<file path="config.mk">
export PLATFORM = sky130hd
export DESIGN_NAME = dsip_port
export DESIGN_NICKNAME = d
export VERILOG_FILES = /design/src/pkg/dsip_pkg.sv /design/src/dsip_fifo.sv /design/src/dsip_port.sv
export SDC_FILE = /design/constraint.sdc
export NUM_CORES = 1
export LEC_CHECK = 0
export ABC_AREA = 1
export BUFFER_PORTS_ARGS = -buffer_cell sky130_fd_sc_hd__buf_2
export CORE_ASPECT_RATIO = 1.5
export CORE_UTILIZATION = 33
export DETAILED_ROUTE_END_ITERATION = 10
export GPL_TIMING_DRIVEN = 0
export SLEW_MARGIN = 0
export SYNTH_ARGS = -nofsm -noshare
export SYNTH_HDL_FRONTEND = slang
export SYNTH_SLANG_ARGS = --single-unit
</file>
<file path="constraint.sdc">
create_clock -name clock -period 2.2 [get_ports clock]
set_input_delay 0.11 -clock clock [delete_from_list [all_inputs] [get_ports clock]]
set_output_delay 0.11 -clock clock [all_outputs]
set_load 0.05 [all_outputs]
</file>
<file path="src/pkg/dsip_pkg.sv">
`default_nettype none
// =====================================================================
// Constants of the serial converter write port
package dsip_pkg;
    // Frame geometry
    localparam int unsigned FRAME_BITS    = 24;
    localparam int unsigned BIT_CNT_W     = 5;
    localparam logic [4:0]  LAST_BIT      = 5'h17;
    // Field positions within the 24-bit word
    localparam int unsigned CODE_MSB      = 19;
    localparam int unsigned CODE_LSB      = 2;
    localparam int unsigned CODE_W        = 18;
    localparam int unsigned BASE_MSB      = 19;
    localparam int unsigned BASE_LSB      = 4;
    localparam int unsigned BASE_W        = 16;
    localparam int unsigned INTERP_HI_POS = 3;
    localparam int unsigned INTERP_LO_POS = 2;
    // Reset values
    localparam logic [17:0] CODE_RESET    = 18'h00000;
    // Interpolator duty sequencer: four phases per period
    localparam int unsigned PHASE_W       = 2;
    // Word buffer between frame capture and code register
    localparam int unsigned FIFO_DEPTH    = 16;
    localparam int unsigned FIFO_AW       = 4;
endpackage : dsip_pkg
`default_nettype wire

</file>
<file path="src/dsip_fifo.sv">
`timescale 1ns/1ns
`default_nettype none
// =====================================================================
// Synchronous FIFO with valid/ready on both sides
module dsip_fifo #(
    parameter int unsigned WIDTH = 18,
    parameter int unsigned DEPTH = 16,
    parameter int unsigned AW    = 4
) (
    // Clock and reset
    input  wire logic             clock,
    input  wire logic             rst,
    // Fill side
    input  wire logic             in_valid,
    output logic                  in_ready,
    input  wire logic [WIDTH-1:0] in_data,
    // Drain side
    output logic                  out_valid,
    input  wire logic             out_ready,
    output logic      [WIDTH-1:0] out_data
);
    logic [WIDTH-1:0] mem [DEPTH];
    logic [AW:0]      wr_ptr;
    logic [AW:0]      rd_ptr;
    logic             do_wr;
    logic             do_rd;

    // Full when pointers differ only in the wrap bit
    assign in_ready  = !((wr_ptr[AW] != rd_ptr[AW]) && (wr_ptr[AW-1:0] == rd_ptr[AW-1:0]));
    assign out_valid = (wr_ptr != rd_ptr);
    assign do_wr     = in_valid && in_ready;
    assign do_rd     = out_valid && out_ready;
    assign out_data  = mem[rd_ptr[AW-1:0]];

    // Storage, no reset needed on data
    always_ff @(posedge clock) begin
        if (do_wr) begin
            mem[wr_ptr[AW-1:0]] <= in_data;
        end
    end

    // Pointers
    always_ff @(posedge clock) begin
        if (rst) begin
            wr_ptr <= '0;
            rd_ptr <= '0;
        end else begin
            if (do_wr) begin
                wr_ptr <= wr_ptr + 1'b1;
            end
            if (do_rd) begin
                rd_ptr <= rd_ptr + 1'b1;
            end
        end
    end
endmodule // dsip_fifo
`default_nettype wire

</file>
<file path="src/dsip_port.sv">
`timescale 1ns/1ns
`default_nettype none
// =====================================================================
// Serial write port of an 18-bit converter: frame capture, word buffer,
// code register and interpolator duty sequencer.
// Latency: a word reaches the code register 3 to 6 clocks after its last edge is seen, when the buffer is empty.
module dsip_port
    import dsip_pkg::*;
(
    // Clock and reset
    input  wire logic                clock,
    input  wire logic                rst,
    // Serial link pins
    input  wire logic                sync_n,
    input  wire logic                sclk,
    input  wire logic                sdin,
    // Converter core drive
    output logic [CODE_W-1:0]        dac_code,
    output logic [BASE_W-1:0]        base_code_bits,
    output logic                     interp_code_hi,
    output logic                     interp_code_lo,
    output logic [BASE_W-1:0]        core_code,
    output logic                     code_update,
    // Status
    output logic                     frame_active,
    output logic                     frame_abort,
    output logic                     word_dropped
);
    // =================================================================
    // Pin synchronisers
    // Pin order within the vectors: 2 frame-select, 1 serial clock, 0 data
    localparam int unsigned PIN_N    = 3;
    localparam int unsigned PIN_SYNC = 2;
    localparam int unsigned PIN_SCLK = 1;
    localparam int unsigned PIN_SDIN = 0;
    // Chains start at the idle levels (frame-select and clock high), so
    // filling them after reset never looks like a pin edge
    localparam logic [2:0]  PIN_IDLE = 3'b110;

    logic [PIN_N-1:0] pin_raw;
    logic [PIN_N-1:0] pin_meta;
    logic [PIN_N-1:0] pin_sync;
    logic             sclk_d;
    logic             sync_n_d;

    // Pins gathered so one loop builds every chain
    assign pin_raw = {sync_n, sclk, sdin};

    // Two stages on every pin; only the second stage is read by logic
    for (genvar g = 0; g < PIN_N; g++) begin : g_pin_sync
        always_ff @(posedge clock) begin
            if (rst) begin
                pin_meta[g] <= PIN_IDLE[g];
                pin_sync[g] <= PIN_IDLE[g];
            end else begin
                pin_meta[g] <= pin_raw[g];
                pin_sync[g] <= pin_meta[g];
            end
        end
    end

    // Edge history taken from the second stage only, reset to idle levels
    always_ff @(posedge clock) begin
        if (rst) begin
            sclk_d   <= PIN_IDLE[PIN_SCLK];
            sync_n_d <= PIN_IDLE[PIN_SYNC];
        end else begin
            sclk_d   <= pin_sync[PIN_SCLK];
            sync_n_d <= pin_sync[PIN_SYNC];
        end
    end

    logic sclk_fall;
    logic sync_rise;
    logic sync_low;
    logic sdin_bit;

    // The serial clock is sampled, not used as a clock: each of its levels
    // must last more than one system clock or a falling edge can be missed
    assign sclk_fall = sclk_d && !pin_sync[PIN_SCLK];
    assign sync_rise = !sync_n_d && pin_sync[PIN_SYNC];
    // Data travels the same two stages as the clock, so setup is kept
    assign sdin_bit  = pin_sync[PIN_SDIN];
    assign sync_low  = !pin_sync[PIN_SYNC];

    // =================================================================
    // Frame state machine
    // Idle waits for frame-select low, shift counts falling edges, done
    // holds off extra clocks until frame-select returns high
    typedef enum logic [2:0] {
        ST_IDLE  = 3'b001,
        ST_SHIFT = 3'b010,
        ST_DONE  = 3'b100
    } dsip_state_t;

    dsip_state_t              state;
    dsip_state_t              next_state;
    logic [FRAME_BITS-1:0]    shreg;
    logic [BIT_CNT_W-1:0]     bit_cnt;
    logic                     word_push;

    // Last edge of a word: the 24th fall, seen while the count reads 23.
    // Used by the state, the shifter and the abort so they never disagree
    function automatic logic last_edge(input logic                 fall,
                                       input logic [BIT_CNT_W-1:0] cnt);
        return fall && (cnt == LAST_BIT);
    endfunction

    // Done waits for frame-select high so extra clocks cannot start a new word
    always_comb begin
        next_state = state;
        case (state)
            ST_IDLE: begin
                if (sync_low) begin
                    next_state = ST_SHIFT;
                end
            end
            ST_SHIFT: begin
                // A 24th fall sampled together with the frame-select rise still counts
                if (last_edge(sclk_fall, bit_cnt)) begin
                    next_state = ST_DONE;
                end else if (!sync_low) begin
                    next_state = ST_IDLE;
                end
            end
            ST_DONE: begin
                if (!sync_low) begin
                    next_state = ST_IDLE;
                end
            end
            default: begin
                next_state = ST_IDLE;
            end
        endcase
    end

    always_ff @(posedge clock) begin
        if (rst) begin
            state <= ST_IDLE;
        end else begin
            state <= next_state;
        end
    end

    // =================================================================
    // Shift register and bit counter
    // The counter resets whenever no frame is shifting, so an abort leaves
    // nothing behind for the next frame
    always_ff @(posedge clock) begin
        if (rst) begin
            shreg   <= '0;
            bit_cnt <= '0;
        end else if (state != ST_SHIFT || (!sync_low && !last_edge(sclk_fall, bit_cnt))) begin
            // idle clocks do not load; a 24th fall that shares its
            // sample with the frame-select rise is still taken
            bit_cnt <= '0;
        end else if (sclk_fall) begin
            shreg   <= {shreg[FRAME_BITS-2:0], sdin_bit};
            bit_cnt <= bit_cnt + 5'h01;
        end
    end

    // One push per completed frame, on the first cycle spent in done; the
    // done state then ignores further clocks until frame-select goes high
    logic done_first;
    always_ff @(posedge clock) begin
        if (rst) begin
            done_first <= 1'b0;
        end else begin
            done_first <= (state == ST_SHIFT) && (next_state == ST_DONE);
        end
    end

    assign word_push = (state == ST_DONE) && done_first;

    // Abort pulse when frame ends short
    always_ff @(posedge clock) begin
        if (rst) begin
            frame_abort <= 1'b0;
        end else begin
            frame_abort <= (state == ST_SHIFT) && sync_rise && !last_edge(sclk_fall, bit_cnt);
        end
    end

    // High from the cycle the frame opens until its word is complete
    always_ff @(posedge clock) begin
        if (rst) begin
            frame_active <= 1'b0;
        end else begin
            frame_active <= (next_state == ST_SHIFT);
        end
    end

    // =================================================================
    // Word buffer: code bits only, the rest are dropped here
    // Sixteen words let a host send frames back to back while the
    // sequencer waits for its period boundary
    logic [CODE_W-1:0] fifo_out;
    logic              fifo_valid;
    logic              fifo_in_ready;
    logic              fifo_pop;

    dsip_fifo #(
        .WIDTH (CODE_W),
        .DEPTH (FIFO_DEPTH),
        .AW    (FIFO_AW)
    ) u_fifo (
        .clock     (clock),
        .rst       (rst),
        .in_valid  (word_push),
        .in_ready  (fifo_in_ready),
        .in_data   (shreg[CODE_MSB:CODE_LSB]),
        .out_valid (fifo_valid),
        .out_ready (fifo_pop),
        .out_data  (fifo_out)
    );

    // Overflow flag: a full buffer refuses the word, sticky until reset
    // A dropped word only shows here; the code register never sees it
    always_ff @(posedge clock) begin
        if (rst) begin
            word_dropped <= 1'b0;
        end else if (word_push && !fifo_in_ready) begin
            word_dropped <= 1'b1;
        end
    end

    // =================================================================
    // Code register and interpolator
    logic [PHASE_W-1:0] phase;

    // New code taken only at a period boundary, which stalls the buffer
    // so the duty pattern of the old code finishes cleanly
    assign fifo_pop = fifo_valid && (phase == 2'h3);

    // Code register: loads from the buffer and marks the load with a pulse
    always_ff @(posedge clock) begin
        if (rst) begin
            dac_code    <= CODE_RESET;
            code_update <= 1'b0;
        end else begin
            code_update <= fifo_pop;
            if (fifo_pop) begin
                dac_code <= fifo_out;
            end
        end
    end

    // Free-running four-phase counter; one period is four system clocks
    always_ff @(posedge clock) begin
        if (rst) begin
            phase <= '0;
        end else begin
            phase <= phase + 2'h1;
        end
    end

    // Field split of the live code
    // These are wires off the code register, so they change with it
    assign base_code_bits = dac_code[BASE_MSB-CODE_LSB:BASE_LSB-CODE_LSB];
    assign interp_code_hi = dac_code[INTERP_HI_POS-CODE_LSB];
    assign interp_code_lo = dac_code[INTERP_LO_POS-CODE_LSB];

    // Raised phase: phases below the interpolator code carry base+1, so a
    // code of n gives n raised phases out of every four
    function automatic logic raised_phase(input logic [PHASE_W-1:0] ph,
                                          input logic               hi,
                                          input logic               lo);
        return ph < {hi, lo};
    endfunction

    // base+1 for interp phases out of four. Limitation: at base
    // full scale the raised step cannot exist, so the top four codes all
    // give the same full-scale core code
    always_ff @(posedge clock) begin
        if (rst) begin
            core_code <= '0;
        end else if (raised_phase(phase, interp_code_hi, interp_code_lo)
                     && base_code_bits != 16'hffff) begin
            core_code <= base_code_bits + 16'h0001;
        end else begin
            core_code <= base_code_bits;
        end
    end
endmodule // dsip_port
`default_nettype wire

</file>
==> metrics.cfg <==
[clocking]
path_clk_slew_ns = 0.07
cts-root-buf = clkbuf_16
cts.sinks = 375
clock_path_buffers = 3
cts_buffers = 35
cts_tree = done
cts_max_level = 2
insertion_delay_ns = 0.54

[sta]
holdWs_ns = 0.202
fmax_ghz = 0.474
setup_viol_count_final = 0
finalClockSkew_ns = 0.0236
tns_ns = 0
tightest_slew_ns = 1.04
period_minus_slack_ns = 2.11
finalHoldViolations = 0
maxSlewHeadroom = 0.305
finalMaxSlewViolations = 0
rsz0062_at_grt = no
fin_crit_sh = 0.960
worst_slack_ns = 0.0890

[critical_path]
worstSetupPathType = flip-flop to flip-flop
worst_r2r_path_depth = 10
arrival_ns = 2.59
setup.worst_path.start = u_fifo.rd_ptr[0]$_SDFFE_PP0P_
crit_required_ns = 2.68
rr_endpoint = dac_code[1]$_SDFFE_PP0P_
start_kind = flip-flop
crit_path_max_fanout = 10
r2r_start = u_fifo.rd_ptr[0]$_SDFFE_PP0P_
endpoint = dac_code[1]$_SDFFE_PP0P_
ff2ff_setup_slack_ns = 0.09
cp-end-kind = flip-flop

[die]
ioPinCount = 61
rows = 99
core-area_sq_um = 48600
die_area_sq_um = 49900
die_h_um = 273
initial_core_util = 0.333
die_w_um = 183

[routing]
via_per_inst = 4.65
initialDrtViolationCount = 783
ant_nets = 0
wirelength_um = 42300
drc = 0
first_pass_iters = 6
wl_per_cell_um = 17.1
num_vias = 11500

[logic_synthesis]
yosysWarnings = 0
synth_cell_type_count = 37
synth.cells.most_frequent = nand2_1 (379), edfxtp_1 (288), nor2_1 (238), inv_1 (205), nand3_1 (147)
synth.area.top_cells = edfxtp_1 (53%), dfxtp_1 (11%), nand2_1 (8.8%)
synth.most_common_cell = nand2_1
synth_nets = 1684
synth-seq-cells = 375
syn_area_sq_um = 16200
syn_area_per_cell_sq_um = 9.69
synth_edf_count = 288
synth_top_area_share = 0.534
synth_top_cell_by_area = edfxtp_1
ys.flop_type = edfxtp_1
syn_inst = 1670
async_flop_share = 0
synth_seq_area_share = 0.642

[global_routing]
grt-ovfl-total = 0
gr-usage-all-layers = 0.172
grt_antenna_before_repair = 0
grt_pass1_vias = 11200
grt_start_max_net_pins = 19
grt_pass1_wl_um = 64900

[power_and_ir_drop]
p_sw_mw = 2.79
p_sw_frac = 0.200
power.leakage_nw = 7.94
sequentialPowerShare = 0.542
p_per_area_nw_per_um2 = 734
peakVddDrop_uv = 369
clockPowerShare = 0.448
p_int_mw = 11.1
power_frac_comb = 0.010

[placement]
pre_cts_slack_ns = -0.554
place.gp.congestion = 0.979
hpwl_um = 29400
post-place-cells = 2398
postPlaceCellArea_sq_um = 17600
portBuffers = 59

[finish]
nNetsFinal = 1803
layoutNonFillerInstCount = 2472
num_antenna_cells = 0
synthToLayoutAreaGrowth_pct = 17.1
stdcell_area_sq_um = 19000
drive_gt1_frac = 0.140

[run]
cap_violations = 0

[status]
status = completed

[worst_hold_path]
hp-class = input port to flip-flop

registers in the layout, summed over array words and instances, names as in the netlist, 3 cells and up:
signal,cells
u_fifo.wr_ptr,5
u_fifo.mem,288
u_fifo.rd_ptr,5
state,3
core_code,16
pin_meta,3
shreg,20
bit_cnt,5
dac_code,18
layer usage:
layer  GRT usage  vias up  share of wire
met2       0.315      336           0.51
met4      0.0961        0          0.054
li1            -     5629              -
met5           0        -              0
met1       0.193     5447           0.39
met3      0.0196       91          0.044
cell type report:
class,count,area [sq um]
sequential,375,10400
clock buffer,39,891
multi-input combinational,986,4560
fill,4777,29600
tap,656,821
inverter,212,803
timing repair buffer,82,648
buffer,97,563
clock inverter,25,277
cell families after synthesis:
group                      count (synthesis)  synth area share
AOI/OAI and AO/OA                        146            0.0478
xor gates and xnor gates                  17           0.00920
adders and majority gates                  9           0.00696
buffers and inverters                    309            0.0832
DFF                                      375             0.642
and+or+nand+nor                          814             0.211
power by group through the flow:
stage | Combinational (mW) | Sequential (mW) | Clock [mW]
finish | 0.139 | 7.53 | 6.24
global route | 0.155 | 7.53 | 6.59
CTS | 0.140 | 7.53 | 6.34
detailed placement | 0.135 | 7.69 | 0
global placement | 0.132 | 7.69 | 0
floorplan | 0.0848 | 7.70 | 0
placed cells by master, fill, tap and decap left out, types with 11 or more instances in the layout:
cell	instances
a21oi_1	53
buf_2	84
buf_4	27
buf_8	11
clkbuf_1	34
clkbuf_16	35
dfxtp_1	84
edfxtp_1	288
inv_1	205
nand2_1	374
nand3_1	147
nand3b_1	22
nor2_1	221
nor2_4	11
o21ai_0	75
xor2_1	13
critical path, cell delays in order, from the launching register on:
cell	delay (ns)
dfxtp_2	0.44
buf_2	0.33
buf_2	0.30
nor2_1	0.08
nor2_1	0.10
o21ai_0	0.11
nand3_1	0.12
nand3_1	0.24
nand2_1	0.23
nand2_1	0.07
inv_1	0.05
worst min path at each step:
stage | start | endpoint | slack [ns] | depth (start not counted)
6_report | rst | frame_abort$_SDFF_PP0_ | 0.20 | 4
3_3_place_gp | sync_n | pin_meta[2]$_SDFF_PP1_ | 0.30 | 2
5_1_grt | rst | bit_cnt[0]$_SDFFE_PP0P_ | 0.27 | 4
4_1_cts | rst | frame_abort$_SDFF_PP0_ | 0.19 | 4
3_5_place_dp | sclk | pin_meta[1]$_SDFF_PP1_ | 0.30 | 2
2_1_floorplan | sclk | pin_meta[1]$_SDFF_PP1_ | 0.21 | 1
per-stage QoR:
stage	total power [mW]	util
after floorplan	7.78	-
after global placement	7.82	0.356
after detailed placement	7.83	0.362
after CTS	14.0	0.389
after global routing	14.3	0.390
final	13.9	0.390
timing repair:
action,4_1_cts,5_1_grt
hold endpoints to repair,3,0
pin swaps,5,1
setup endpoints to repair,265,306
hold buffers,3,0
buffers inserted,5,2
gates resized for setup,10,20
Note: power is estimated with default switching activity, not from simulation.
